File: src/core/dsmon_pkg.sv
// Constants for the timeslot capture monitor.
// Assumes word-indexed register access from a 32-bit Avalon-MM master.
package dsmon_pkg;

   // ----------------------------------------------------------------
   // Register indices (byte address is four times the index)
   // ----------------------------------------------------------------
   localparam logic [7:0] REG_CTRL_FIVE = 8'h19;
   localparam logic [7:0] REG_TX_CAP    = 8'h1A;
   localparam logic [7:0] REG_CTRL_SIX  = 8'h1E;
   localparam logic [7:0] REG_RX_CAP    = 8'h1F;

   // ----------------------------------------------------------------
   // Field layout and reset values
   // ----------------------------------------------------------------
   localparam int         SEL_MSB        = 4;
   localparam int         SEL_W          = 5;
   localparam int         CTRL_SIX_TOP   = 7;
   localparam logic [7:0] CTRL_FIVE_RST  = 8'h00;
   localparam logic [7:0] CTRL_SIX_MASK  = 8'h9F;
   localparam logic [7:0] CTRL_SIX_RST   = 8'h00;
   localparam logic [7:0] CAP_RST        = 8'h00;

   // ----------------------------------------------------------------
   // Timeslot geometry
   // ----------------------------------------------------------------
   localparam int         SLOT_BITS      = 8;
   localparam logic [2:0] LAST_BIT_IDX   = 3'h7;

endpackage

File: src/core/dsmon_top.sv
// Timeslot capture monitor: one transmit and one receive slot at once.
// Assumes framer bit strobes synchronous to clk_in, Avalon-MM word index.
//
// The Avalon-MM register port is this design's own decision.
`timescale 1ns/1ps
module dsmon_top (
   input  wire logic        clk_in,
   input  wire logic        rstn_in,
   // Avalon-MM slave
   input  wire logic [7:0]  avs_address_in,
   input  wire logic        avs_read_in,
   input  wire logic        avs_write_in,
   input  wire logic [31:0] avs_writedata_in,
   output logic      [31:0] avs_readdata_out,
   output logic             avs_waitrequest_out,
   // Transmit timeslot path
   input  wire logic        tx_bit_stb_in,
   input  wire logic        tx_bit_in,
   input  wire logic [4:0]  tx_slot_in,
   input  wire logic [2:0]  tx_bit_idx_in,
   // Receive timeslot path
   input  wire logic        rx_bit_stb_in,
   input  wire logic        rx_bit_in,
   input  wire logic [4:0]  rx_slot_in,
   input  wire logic [2:0]  rx_bit_idx_in
);

   // ----------------------------------------------------------------
   // Local sizes and types
   // ----------------------------------------------------------------
   // Capture engine slots in the per-direction arrays
   localparam int DIR_TX = 0;
   localparam int DIR_RX = 1;
   localparam int DIRS   = 2;

   // Bus phase; a single bit, so every step is a Gray step
   typedef enum logic {
      DSMON_HOLD   = 1'b0,
      DSMON_ANSWER = 1'b1
   } dsmon_bus_t;

   // ----------------------------------------------------------------
   // Registers and bus signals
   // ----------------------------------------------------------------
   logic [7:0] common_control_five_ff;
   logic [7:0] common_control_six_ff;
   logic [7:0] tx_timeslot_capture;
   logic [7:0] rx_timeslot_capture;
   dsmon_bus_t bus_state_ff;
   dsmon_bus_t nxt_bus_state;
   logic       req;
   logic       take;
   logic       wr_five;
   logic       wr_six;
   logic [7:0] nxt_five;
   logic [7:0] nxt_six;
   logic [7:0] nxt_rdata;

   // ----------------------------------------------------------------
   // Per-direction framer, select and capture signals, indexed by direction
   // ----------------------------------------------------------------
   logic [4:0] sel_dir  [DIRS];
   logic       stb_dir  [DIRS];
   logic       bit_dir  [DIRS];
   logic [4:0] slot_dir [DIRS];
   logic [2:0] idx_dir  [DIRS];
   logic [7:0] cap_dir  [DIRS];

   // ----------------------------------------------------------------
   // Decoding helpers
   // ----------------------------------------------------------------
   // Write strobe for one register index, completing edge only
   function automatic logic wr_hit(input logic       taken,
                                   input logic       write,
                                   input logic [7:0] idx,
                                   input logic [7:0] reg_idx);
      return taken && write && (idx == reg_idx);
   endfunction

   // Channel select field of a control register
   function automatic logic [4:0] sel_field(input logic [7:0] ctrl);
      return ctrl[dsmon_pkg::SEL_MSB:0];
   endfunction

   // Read mux over the register map, unmapped indices read zero
   function automatic logic [7:0] read_mux(input logic [7:0] idx,
                                           input logic [7:0] c5,
                                           input logic [7:0] c6,
                                           input logic [7:0] txc,
                                           input logic [7:0] rxc);
      logic [7:0] val;
      val = 8'h00;
      unique case (idx)
         dsmon_pkg::REG_CTRL_FIVE: val = c5;
         dsmon_pkg::REG_TX_CAP:    val = txc;
         dsmon_pkg::REG_CTRL_SIX:  val = c6;
         dsmon_pkg::REG_RX_CAP:    val = rxc;
         default:                  val = 8'h00;
      endcase
      return val;
   endfunction

   // ----------------------------------------------------------------
   // Bus handshake: one wait cycle, then the access completes
   // ----------------------------------------------------------------
   // Request present, and request completing on this edge
   assign req  = avs_read_in || avs_write_in;
   assign take = req && (bus_state_ff == DSMON_ANSWER);

   // Hold answers a request next edge; answer always falls back
   always_comb begin
      nxt_bus_state = DSMON_HOLD;
      unique case (bus_state_ff)
         DSMON_HOLD: begin
            if (req) begin
               nxt_bus_state = DSMON_ANSWER;
            end
         end
         DSMON_ANSWER: begin
            nxt_bus_state = DSMON_HOLD;
         end
      endcase
   end

   // Handshake phase register
   always_ff @(posedge clk_in) begin
      if (!rstn_in) begin
         bus_state_ff <= DSMON_HOLD;
      end else begin
         bus_state_ff <= nxt_bus_state;
      end
   end

   // Waitrequest low only in the answer phase, straight from a flop
   always_ff @(posedge clk_in) begin
      if (!rstn_in) begin
         avs_waitrequest_out <= 1'b1;
      end else begin
         avs_waitrequest_out <= (nxt_bus_state != DSMON_ANSWER);
      end
   end

   // ----------------------------------------------------------------
   // Read path
   // ----------------------------------------------------------------
   // Register map lookup for the index on the bus
   assign nxt_rdata = read_mux(avs_address_in,
                               common_control_five_ff,
                               common_control_six_ff,
                               tx_timeslot_capture,
                               rx_timeslot_capture);

   // Loaded in the hold phase, so it stands at the answer edge
   always_ff @(posedge clk_in) begin
      if (!rstn_in) begin
         avs_readdata_out <= 32'h0000_0000;
      end else if (avs_read_in && bus_state_ff == DSMON_HOLD) begin
         avs_readdata_out <= {24'h00_0000, nxt_rdata};
      end
   end

   // ----------------------------------------------------------------
   // Control registers
   // ----------------------------------------------------------------
   // Write strobes, one per writable index
   assign wr_five = wr_hit(take, avs_write_in, avs_address_in,
                           dsmon_pkg::REG_CTRL_FIVE);
   assign wr_six  = wr_hit(take, avs_write_in, avs_address_in,
                           dsmon_pkg::REG_CTRL_SIX);

   // Stored values: full byte, and receive byte without its gap
   assign nxt_five = avs_writedata_in[7:0];
   assign nxt_six  = avs_writedata_in[7:0] & dsmon_pkg::CTRL_SIX_MASK;

   // Transmit control register, full byte kept
   always_ff @(posedge clk_in) begin
      if (!rstn_in) begin
         common_control_five_ff <= dsmon_pkg::CTRL_FIVE_RST;
      end else if (wr_five) begin
         common_control_five_ff <= nxt_five;
      end
   end

   // Receive control register, unassigned bits read zero
   always_ff @(posedge clk_in) begin
      if (!rstn_in) begin
         common_control_six_ff <= dsmon_pkg::CTRL_SIX_RST;
      end else if (wr_six) begin
         common_control_six_ff <= nxt_six;
      end
   end

   // ----------------------------------------------------------------
   // Capture engines, one per direction, running together
   // ----------------------------------------------------------------
   // Transmit inputs and select field
   assign sel_dir[DIR_TX]  = sel_field(common_control_five_ff);
   assign stb_dir[DIR_TX]  = tx_bit_stb_in;
   assign bit_dir[DIR_TX]  = tx_bit_in;
   assign slot_dir[DIR_TX] = tx_slot_in;
   assign idx_dir[DIR_TX]  = tx_bit_idx_in;

   // Receive inputs and select field
   assign sel_dir[DIR_RX]  = sel_field(common_control_six_ff);
   assign stb_dir[DIR_RX]  = rx_bit_stb_in;
   assign bit_dir[DIR_RX]  = rx_bit_in;
   assign slot_dir[DIR_RX] = rx_slot_in;
   assign idx_dir[DIR_RX]  = rx_bit_idx_in;

   // One shift-and-post engine per direction
   generate
      for (genvar d = 0; d < DIRS; d++) begin : g_dir
         dsmon_capture u_cap (
            .clk_in     (clk_in),
            .rstn_in    (rstn_in),
            .sel_in     (sel_dir[d]),
            .bit_stb_in (stb_dir[d]),
            .bit_in     (bit_dir[d]),
            .slot_in    (slot_dir[d]),
            .bit_idx_in (idx_dir[d]),
            .cap_out    (cap_dir[d])
         );
      end
   endgenerate

   // Capture bytes under their register names
   assign tx_timeslot_capture = cap_dir[DIR_TX];
   assign rx_timeslot_capture = cap_dir[DIR_RX];

endmodule

File: src/core/dsmon_capture.sv
// One direction's timeslot capture: shifts the selected slot's bits.
// Assumes bit strobes with slot number and bit index synchronous to clk.
`timescale 1ns/1ps
module dsmon_capture (
   input  wire logic       clk_in,
   input  wire logic       rstn_in,
   input  wire logic [4:0] sel_in,
   input  wire logic       bit_stb_in,
   input  wire logic       bit_in,
   input  wire logic [4:0] slot_in,
   input  wire logic [2:0] bit_idx_in,
   output logic      [7:0] cap_out
);

   // ----------------------------------------------------------------
   // Shift and load
   // ----------------------------------------------------------------
   logic [6:0] shift_ff;
   logic       hit;

   // Bit belongs to the selected slot
   assign hit = bit_stb_in && (slot_in == sel_in);

   // First bit lands in bit 7, last in bit 0
   always_ff @(posedge clk_in) begin
      if (!rstn_in) begin
         shift_ff <= 7'h00;
      end else if (hit) begin
         shift_ff <= {shift_ff[5:0], bit_in};
      end
   end

   // Whole byte posted once per frame on the slot's last bit
   always_ff @(posedge clk_in) begin
      if (!rstn_in) begin
         cap_out <= dsmon_pkg::CAP_RST;
      end else if (hit && bit_idx_in == dsmon_pkg::LAST_BIT_IDX) begin
         cap_out <= {shift_ff, bit_in};
      end
   end

endmodule

File: config.mk
export PLATFORM = sky130hd
export DESIGN_NAME = dsmon_top
export DESIGN_NICKNAME = d
export VERILOG_FILES = /design/src/core/dsmon_pkg.sv /design/src/core/dsmon_top.sv /design/src/core/dsmon_capture.sv
export SDC_FILE = /design/constraint.sdc
export NUM_CORES = 1
export LEC_CHECK = 0
export ABC_AREA = 1
export BUFFER_PORTS_ARGS = -buffer_cell sky130_fd_sc_hd__buf_2
export CAP_MARGIN = 30
export CORE_UTILIZATION = 51
export CTS_BUF_LIST = sky130_fd_sc_hd__clkbuf_4
export DETAILED_ROUTE_END_ITERATION = 6
export PLACE_DENSITY = 0.91
export SLEW_MARGIN = 10
export SYNTH_ARGS = -nofsm -noshare
export SYNTH_HDL_FRONTEND = slang
export SYNTH_SLANG_ARGS = --single-unit
File: constraint.sdc
create_clock -name clk_in -period 1.7 [get_ports clk_in]
set_clock_uncertainty 0.2 [all_clocks]
set_input_delay 0.085 -clock clk_in [delete_from_list [all_inputs] [get_ports clk_in]]
set_output_delay 0.085 -clock clk_in [all_outputs]
set_load 0.1 [all_outputs]
* Word-level counts from Yosys, hierarchy flattened
Cells that the tools add are included.
** Cells by class
- Bitwise logic cells :: 2
- Equality and inequality tests :: 8
- Reductions and logical operators :: 10
- Muxes and demuxes :: 3
** Operators by type and width (count)
- $eq A8 B5 Y1 const B :: 4
- $pmux W8 S4 :: 1
- $eq A5 B5 Y1 :: 2
- $logic_and A1 B1 Y1 :: 9
- $eq A3 B3 Y1 const B :: 2
- $not A1 Y1 :: 2
- $pmux W1 S2 :: 1
- $logic_or A1 B1 Y1 :: 1
- $mux W1 :: 1
** Storage, ports and cells
- Output and inout port bits :: 33
- Word-level logic and storage cells :: 32
- Register bits :: 54
- Input port bits :: 64

* Longest topological paths before layout
Gate-level depths: netlist (run 1).
- Depth after elaboration :: 4
- Gate-level depth with buffers :: 10
- Mapped depth without buffers :: 9

* Hierarchy
From an unflattened synthesis (run 1), not the netlist that was laid out.
** Unflattened totals
- Cell total of the unflattened synthesis :: 420
- Area, all modules :: 2904.0 um^2
** By module, submodules not included
- dsmon_top :: area an instance 1455.1 um^2, cells an instance 194, seq. area each 480.5 um^2, instances 1
- dsmon_capture :: area an instance 724.4 um^2, cells an instance 113, seq. area each 300.3 um^2, instances 2

* Worst setup path after synthesis (run 1)
OpenSTA, ideal clock, no wires.
- Path type :: register -> register
- Start point :: register, netlist name avs_readdata_out[0]
- End point :: register avs_readdata_out[0]
- Path buffers :: 0
- Path slack :: 0.250 ns
- Data required time :: 1.428 ns
- Library setup time :: 0.072 ns
- Stages on the path, launching flop included :: 3
- Arrival time :: 1.178 ns
- Period minus slack after synthesis :: 1.450 ns
- Path through :: dfxtp_1 nand2_1 a21oi_1
** RTL lines
- end signal, assigned :: line dsmon_top.sv:158 : avs_readdata_out <= {24'h00_0000, nxt_rdata};
- end, declared :: line dsmon_top.sv:14 : output logic [31:0] avs_readdata_out,

* Final worst setup path (run 1)
- Start point :: register common_control_six_ff[3]
- End point :: register g_dir[1].u_cap.cap_out[3]
** On the way
- Cells in the longest elaborated chain, start to end :: 3
** Ends and longest elaborated chain
- start, declared :: line dsmon_top.sv:46 : logic [7:0] common_control_six_ff;
- start signal, assigned :: line dsmon_top.sv:187 : common_control_six_ff <= dsmon_pkg::CTRL_SIX_RST;
- start signal, assigned :: line dsmon_top.sv:189 : common_control_six_ff <= nxt_six;
- $eq A5 B5 Y1 :: line dsmon_capture.sv:22 : assign hit = bit_stb_in && (slot_in == sel_in);
- $logic_and A1 B1 Y1 :: line dsmon_capture.sv:22
- $logic_and A1 B1 Y1 :: line dsmon_capture.sv:37 : end else if (hit && bit_idx_in == dsmon_pkg::LAST_BIT_IDX) begin
- end signal, assigned :: line dsmon_capture.sv:36 : cap_out <= dsmon_pkg::CAP_RST;
- end signal, assigned :: line dsmon_capture.sv:38 : cap_out <= {shift_ff, bit_in};
- end, declared :: line dsmon_capture.sv:12 : output logic [7:0] cap_out
No other way between the ends.
A chain may end at the register's enable or synchronous reset.

==> results of run 1 <==
==> final cells by class <==
type                    count  area [um^2]
clock buffers               5         37.5
clock inverters             2         10.0
fillers                   427         1740
inverters                  44          169
multi-input cells         263         1200
flip-flops and latches     54         1080
well taps                  67         83.8
repair buffers             74          500
==> Yosys cell counts (all sizes together) <==
| cell | instances | area (um^2) |
|---|---|---|
| xor2 | 2 | 17.5 |
| clkinv | 1 | 3.75 |
| inv | 43 | 161 |
| a21oi | 36 | 180 |
| nand3 | 38 | 205 |
| buf | 36 | 250 |
| conb | 1 | 3.75 |
| clkbuf | 2 | 7.51 |
| nor2 | 48 | 208 |
| dfxtp | 54 | 1080 |
| nor3 | 1 | 5.00 |
| nand2 | 75 | 282 |
| o21ai | 39 | 195 |
==> where the power goes <==
group,internal (mW),total [mW],switching (mW)
Combinational,0.0961,0.451,0.355
Sequential,1.28,1.28,0.00439
Clock,0.150,0.531,0.381
==> logic make-up (layout without fill, tap and decap cells) <==
| group | Yosys count | count (layout) | share of synthesized area, % |
|---|---|---|---|
| other | 1 | 24 | 0.144 |
| and+or+nand+nor | 162 | 162 | 26.9 |
| AOI/OAI and AO/OA | 75 | 75 | 14.4 |
| xor gates and xnor gates | 2 | 2 | 0.674 |
| buffers and inverters | 82 | 125 | 16.3 |
| DFF | 54 | 54 | 41.6 |
==> state kept, by name, indices dropped and copies added (netlist names) <==
| register | flops |
|---|---|
| g_dir.u_cap.cap_out | 16 |
| g_dir.u_cap.shift_ff | 14 |
| avs_readdata_out | 8 |
| common_control_five_ff | 8 |
| common_control_six_ff | 6 |
| avs_waitrequest_out | 1 |
| bus_state_ff | 1 |
==> repair_timing <==
item / 4_1_cts / 5_1_grt
hold buffers: 16 / 0
endpoints found under the setup margin: 8 / 23
gates resized for setup: 0 / 11
pin swaps: 1 / 6
endpoints found under the hold margin: 48 / 0
setup buffers: 1 / 1
==> metrics by stage <==
stage | cell area [um^2] | std cells | setup TNS (ns)
floorplan | 2690 | 399 | 0
global placement | 2810 | 484 | 0
detailed placement | 2810 | 484 | 0
CTS | 3040 | 508 | 0
global route | 3080 | 509 | -0.0504
finish | 3080 | 509 | 0
==> layer usage <==
metal	track usage, %	vias to the layer above	routed length, um
li1	-	1274	-
met1	25.7	1104	2340
met2	40.9	121	2830
met3	4.39	16	394
met4	7.48	0	138
met5	0	-	0
==> worst paths after layout <==
path,start,endpoint,slack [ns]
worst min register to register,common_control_five_ff[5],common_control_five_ff[5],0.26
worst max-delay path,common_control_six_ff[3],g_dir[1].u_cap.cap_out[3],0.06
worst min-delay path,tx_bit_stb_in,g_dir[0].u_cap.shift_ff[3],0.01
worst max register to register,common_control_six_ff[3],g_dir[1].u_cap.cap_out[3],0.06
==> worst reg2reg max path, cell delays in order, from the launching register on <==
cell     delay [ns]
dfxtp_1        0.37
inv_1          0.07
nand2_1        0.05
o21ai_1        0.09
nor2_1         0.18
nand3_2        0.13
nor2_4         0.15
buf_12         0.14
nand2_1        0.05
nand2_1        0.06
nor2_1         0.04
==> qor.yml, run 1 <==
rows: 25
cts_num_sinks: 54
hold_viol_final: 0
dieArea_um2: 5390
power.density_nw_per_um2: 734
diodes: 0
r2r_cells: 10
outcome: "completed"
avgSynthCellArea_um2: 6.91
grt_pass1_wl_mm: 9.26
grt_antenna_before_repair: 0
start_kind: "flip-flop"
cp_cell_sequence: "inv_1 -> nand2_1 -> o21ai_1 -> nor2_1 -> nand3_2 -> nor2_4 -> buf_12 -> nand2_1 -> nand2_1 -> nor2_1"
io_buffer_count: 48
maxCapViolCount: 0
cts_root_buffer: "clkbuf_4"
cts-buffers-inserted: 5
dp_slack_ns: 0.0139
layout_common_cells: "75 x nand2_1, 52 x dfxtp_1, 48 x buf_2"
pin_count: 97
grt_max_degree: 26
area_growth_pct: 18.5
insertion_delay_ns: 0.38
crit_buf_inv: 2
yosys_warnings: 0
grt-ovfl-total: 0
period_minus_slack_ns: 1.64
wl_mm: 5.70
drt-initial-drc-count: 174
critPathSlowestCell: "dfxtp_1"
p_leak_nw: 1.38
die_w_um: 73.4
cpPeakStageDelay_ns: 0.37
htree_levels: 2
first_pass_iters: 6
post-dp-hpwl_mm: 4.01
coreArea_um2: 4820
routed_via_density: 4.94
worstSetupPathDepth: 10
cts_tree: "built"
utilization_pct: 64.0
drt_drc_violations_left: 0
cp.arrival_ns: 1.72
cp.required_ns: 1.78
yosysUniqueCellTypes: 21
cts.clk_slew.worst_paths_ns: 0.14
cts_buffer_depth: 2
grt_pass1_vias: 2216
irDropWorstVdd_uv: 478
gp_congestion: 0.894
routedWlPerCell_um: 11.2
vias: 2515
slew_viol_final: 0
synthCells: 376
postLayoutSetupSlackWorst_ns: 0.0610
start_util_pct: 54.0
synth-seq-area-share_pct: 41.6
antenna_left: 0
min_path_type: "input pin to flip-flop"
syn_area_um2: 2600
worst_path_dominant_cell_family: "simple AND/OR/NAND/NOR gates"
p_total_mw: 2.26
grt_use_total_pct: 22.3
finalSetupViolations: 0
fin_nets: 506
critical_path_class: "flip-flop to flip-flop"
whs_path_depth: 5
crit_fanout: 16
timing.hold.ws_ns: 0.0106
synth-seq-cells: 54
crit_path_end_kind: "flip-flop"
drive_above_1_share_pct: 18.6
path_common_cell: "nand2_1"
timing.fmax_ghz: 0.610
fin_crit_sh_pct: 96.4
final_common_cell: "nand2_1"
die_y_um: 73.4
Note: power is estimated with default switching activity, not from simulation.
==> inputs of run 2 (changes only) <==
Settings changed: MAX_ROUTING_LAYER set to met4.
==> run 2 against run 1 <==
  * Clock power about the same
  * Non-clock buffer count unchanged
  * Combinational power about the same
  * Sequential power about the same
  * Sequential cell count unchanged
  * Critical endpoint unchanged
  * First-iteration DRC count up 17%
  * Critical path depth unchanged
  * Count of clock-buffer cells in the layout unchanged
  * Via count down 0.91%
  * Cell area unchanged
==> qor.yml, run 2 (synthesized netlist as in run 1, its figures left out) <==
reg2reg_from: "common_control_six_ff[3]"
start_util_pct: 54.0
rows: 25
drt-initial-drc-count: 203
outcome: "completed"
period_minus_slack_ns: 1.63
place_inst: 484
cts-buffers-inserted: 5
cts_root_buffer: "clkbuf_4"
drive_above_1_share_pct: 18.6
cp_cell_sequence: "inv_1 -> nand2_1 -> o21ai_1 -> nor2_1 -> nand3_2 -> nor2_4 -> buf_12 -> nand2_1 -> nand2_1 -> nor2_1"
p_total_mw: 2.26
area_growth_pct: 18.5
crit_fanout: 16
crit_path_end_kind: "flip-flop"
coreArea_um2: 4820
die_y_um: 73.4
nFillCells: 427
critical_path_class: "flip-flop to flip-flop"
maxCapViolCount: 0
routed_via_density: 4.90
antenna_left: 0
gp_congestion: 0.909
fin_nets: 506
first_pass_iters: 5
pin_count: 97
fin_crit_sh_pct: 96.1
finalSetupViolations: 0
diodes: 0
top_register: "g_dir.u_cap.cap_out"
dieArea_um2: 5390
start_kind: "flip-flop"
vias: 2492
cts_num_sinks: 54
grt_max_degree: 26
post-dp-hpwl_mm: 4.01
cp.required_ns: 1.78
power.density_nw_per_um2: 733
grt_pass1_vias: 2212
p_leak_nw: 1.38
cpPeakStageDelay_ns: 0.37
drt_drc_violations_left: 0
grt-ovfl-total: 0
min_path_type: "input pin to flip-flop"
die_w_um: 73.4
wl_mm: 5.66
irDropWorstVdd_uv: 478
cts_tree: "built"
hp-start: "tx_bit_stb_in"
cts.clk_slew.worst_paths_ns: 0.14
layout_common_cells: "75 x nand2_1, 52 x dfxtp_1, 48 x buf_2"
routedWlPerCell_um: 11.1
path_common_cell: "nand2_1"
insertion_delay_ns: 0.37
io_buffer_count: 48
reg_top3: "g_dir.u_cap.cap_out (16), g_dir.u_cap.shift_ff (14)"
critPathSlowestCell: "dfxtp_1"
final_common_cell: "nand2_1"
layout.cells.non_filler: 509
regArea_um2: 1080
grt_antenna_before_repair: 0
hold_viol_final: 0
timing.fmax_ghz: 0.612
cp.arrival_ns: 1.72
multi_input_area_um2: 1200
cts_buffer_depth: 2
grt_use_total_pct: 23.0
largest_reg_flops: 16
grt_pass1_wl_mm: 9.27
crit_start: "common_control_six_ff[3]"
htree_levels: 2
slew_viol_final: 0
r2r_slack_ns: 0.07
-- run 2: final timing paths --
check,end,cells past startpoint
worst max register to register,g_dir[1].u_cap.cap_out[3],10
worst min-delay path,g_dir[0].u_cap.shift_ff[3],5
worst min register to register,common_control_five_ff[5],2
worst max-delay path,g_dir[1].u_cap.cap_out[3],10
-- run 2: repair_timing --
action,in CTS,in global routing
endpoints found under the hold margin,48,0
setup buffers,1,1
resized for setup,0,11
endpoints found under the setup margin,8,23
hold buffers,16,0
cloned,0,0
pin swaps,1,6
-- run 2: power by group --
group | internal, mW | switching (mW)
clock | 0.150 | 0.380
combinational | 0.0960 | 0.354
sequential | 1.28 | 0.00437
-- run 2: layer usage --
metal	wire length [um]	part of all wire, %	global-route usage (%)
met4	115	2.0	7.48
met5	0	0	-
met3	419	7.4	4.25
met1	2300	41	25.9
met2	2830	50	40.9
-- run 2: final cells by class --
class                           instances  share of cell area, %
Sequential cell                        54                   35.2
Timing Repair Buffer                   74                   16.2
Tap cell                               67                   2.72
Clock buffer                            5                   1.22
Inverter                               44                   5.48
Multi-Input combinational cell        263                   38.9
Clock inverter                          2                  0.325
-- run 2: worst max-delay path: cells and delay by family, from the launching register on --
family	cells	cell delay, ns
flip-flops	1	0.37
AND/OR/NAND/NOR	7	0.66
buffers and inverters	2	0.21
AO/OA/AOI/OAI	1	0.09
-- run 2: through the flow --
| step | cell area, um^2 | hold slack, ns | util, % | setup slack, ns | setup TNS, ns |
|---|---|---|---|---|---|
| finish | 3080 | 0.00936 | 64.0 | 0.0663 | 0 |
| CTS | 3040 | 0.0353 | 63.1 | 0.0419 | 0 |
| global placement | 2810 | 0.165 | 58.4 | 0.0659 | 0 |
| detailed placement | 2810 | 0.168 | 58.4 | 0.0139 | 0 |
| global route | 3080 | 0.0234 | 64.0 | -0.0301 | -0.0655 |
| floorplan | 2690 | 0.0605 | - | 0.250 | 0 |
==> inputs of run 3 (changes only) <==
Settings changed: SETUP_SLACK_MARGIN set to 0.2.
==> run 3 against run 2 <==
  * The run now ends with design-rule violations, negative hold slack left
  * Critical path depth fell by 1
  * Sequential share of layout area fell by 1.7 points
  * Power rose by 1.8%
  * Cell count rose by 1.2%
==> qor.yml, run 3 (synthesized netlist as in run 1, its figures left out) <==
path_common_cell: "nor2_1"
violations: "design-rule violations, negative hold slack"
cts_tree: "built"
critical_path_class: "flip-flop to flip-flop"
grt_use_total_pct: 24.0
cp.required_ns: 1.82
slew_viol_final: 0
wl_mm: 7.00
insertion_delay_ns: 0.38
finalSetupViolations: 0
reg_top3: "g_dir.u_cap.cap_out (16), g_dir.u_cap.shift_ff (14)"
layout_common_cells: "60 x nand2_1, 45 x dfxtp_1, 44 x buf_2"
postLayoutSetupSlackWorst_ns: 0.0679
cts-buffers-inserted: 5
top_register: "g_dir.u_cap.cap_out"
drt-initial-drc-count: 259
routed_via_density: 5.28
gp_congestion: 0.909
maxCapViolCount: 0
coreArea_um2: 4820
critPathSlowestCell: "dfxtp_2"
utilization_pct: 67.8
cpPeakStageDelay_ns: 0.38
regArea_um2: 1090
pin_count: 97
rows: 25
start_kind: "flip-flop"
grt_pass1_vias: 2258
cts_hold_buf: 12
die_y_um: 73.4
diodes: 0
die_w_um: 73.4
timing.fmax_ghz: 0.613
htree_levels: 2
vias: 2719
p_total_mw: 2.30
cts_num_sinks: 54
drt_drc_violations_left: 1
cts_root_buffer: "clkbuf_4"
worst_path_dominant_cell_family: "simple AND/OR/NAND/NOR gates"
cts.clk_slew.worst_paths_ns: 0.15
first_pass_iters: 7
irDropWorstVdd_uv: 545
worstSetupPathDepth: 9
largest_reg_flops: 16
place_inst: 484
post-dp-hpwl_mm: 4.01
cp_cell_sequence: "inv_2 -> nand2_1 -> nand2_1 -> nor2_1 -> nand3_2 -> nor2_4 -> clkbuf_16 -> nor2_1 -> nor2_1"
dieArea_um2: 5390
multi_input_area_um2: 1300
cp.arrival_ns: 1.75
p_leak_nw: 1.44
layout.cells.non_filler: 515
outcome: "finished, violations left"
crit_fanout: 8
hold_viol_final: 19
grt-ovfl-total: 0
drive_above_1_share_pct: 27.7
final_common_cell: "nand2_1"
antenna_left: 0
crit_buf_inv: 2
routedWlPerCell_um: 13.6
fin_crit_sh_pct: 96.0
min_path_type: "input pin to flip-flop"
power.density_nw_per_um2: 704
r2r_cells: 9
io_buffer_count: 48
fin_nets: 512
crit_path_end_kind: "flip-flop"
rsz0062_at_grt: "yes"
timing.hold.ws_ns: -0.105
grt_antenna_before_repair: 0
cts_buffer_depth: 2
area_growth_pct: 25.6
grt_max_degree: 26
dp_slack_ns: 0.0139
period_minus_slack_ns: 1.63
grt_pass1_wl_mm: 9.61
whs_path_depth: 3
nFillCells: 383
start_util_pct: 54.0
## run 3: cell types whose count changed in the layout (fill, tap and decap cells not counted), moves of 3 or more
cell,change
buf_2,-4
nor2_4,+3
dlygate4sd3_1,-4
dfxtp_2,+7
clkbuf_4,+4
dfxtp_1,-7
nand2_2,+14
nand2_1,-15
inv_2,+3
inv_1,-4
buf_4,+6
## run 3: per-stage QoR
step	instance area (um^2)	setup TNS [ns]
6_report	3270	0
5_1_grt	3270	-0.0385
4_1_cts	3080	0
3_5_place_dp	2810	0
3_3_place_gp	2810	0
2_1_floorplan	2690	0
## run 3: layer usage
metal  part of all wire, %  track usage (%)
met1                    37             26.6
met2                    51             42.8
met3                   8.1             4.53
met4                   3.3             8.55
met5                     0                -
## run 3: path summary, 6_finish.rpt
path / start / endpoint / slack (ns)
setup reg to reg: common_control_six_ff[4] / g_dir[1].u_cap.cap_out[4] / 0.07
hold reg to reg: common_control_five_ff[5] / common_control_five_ff[5] / 0.26
hold / removal: rstn_in / g_dir[0].u_cap.cap_out[1] / -0.10
setup / recovery: common_control_six_ff[4] / g_dir[1].u_cap.cap_out[4] / 0.07
## run 3: tightest hold or removal path, delay by kind of cell
| kind | cells | cell delay (ns) |
|---|---|---|
| buffers and inverters | 1 | 0.22 |
| AND/OR/NAND/NOR | 2 | 0.14 |
## run 3: report_power, final
group          leakage, nW  switching [mW]  internal (mW)  total [mW]
Clock               0.0308           0.394          0.150       0.544
Sequential           0.440         0.00493           1.27        1.28
Combinational        0.968           0.374          0.102       0.476
## run 3: layout make-up
type | instances | share of cell area, %
clock buffers | 5 | 1.15
multi-input cells | 264 | 39.8
flip-flops and latches | 54 | 33.4
well taps | 67 | 2.57
repair buffers | 79 | 17.7
clock inverters | 2 | 0.306
inverters | 44 | 5.13
## run 3: timing repair
item | in CTS | in global routing
endpoints found under the setup margin | 24 | 41
buffers inserted | 5 | 4
hold endpoints to repair | 41 | 19
pin swaps | 5 | 13
cloned | 1 | 2
gates resized for setup | 13 | 44
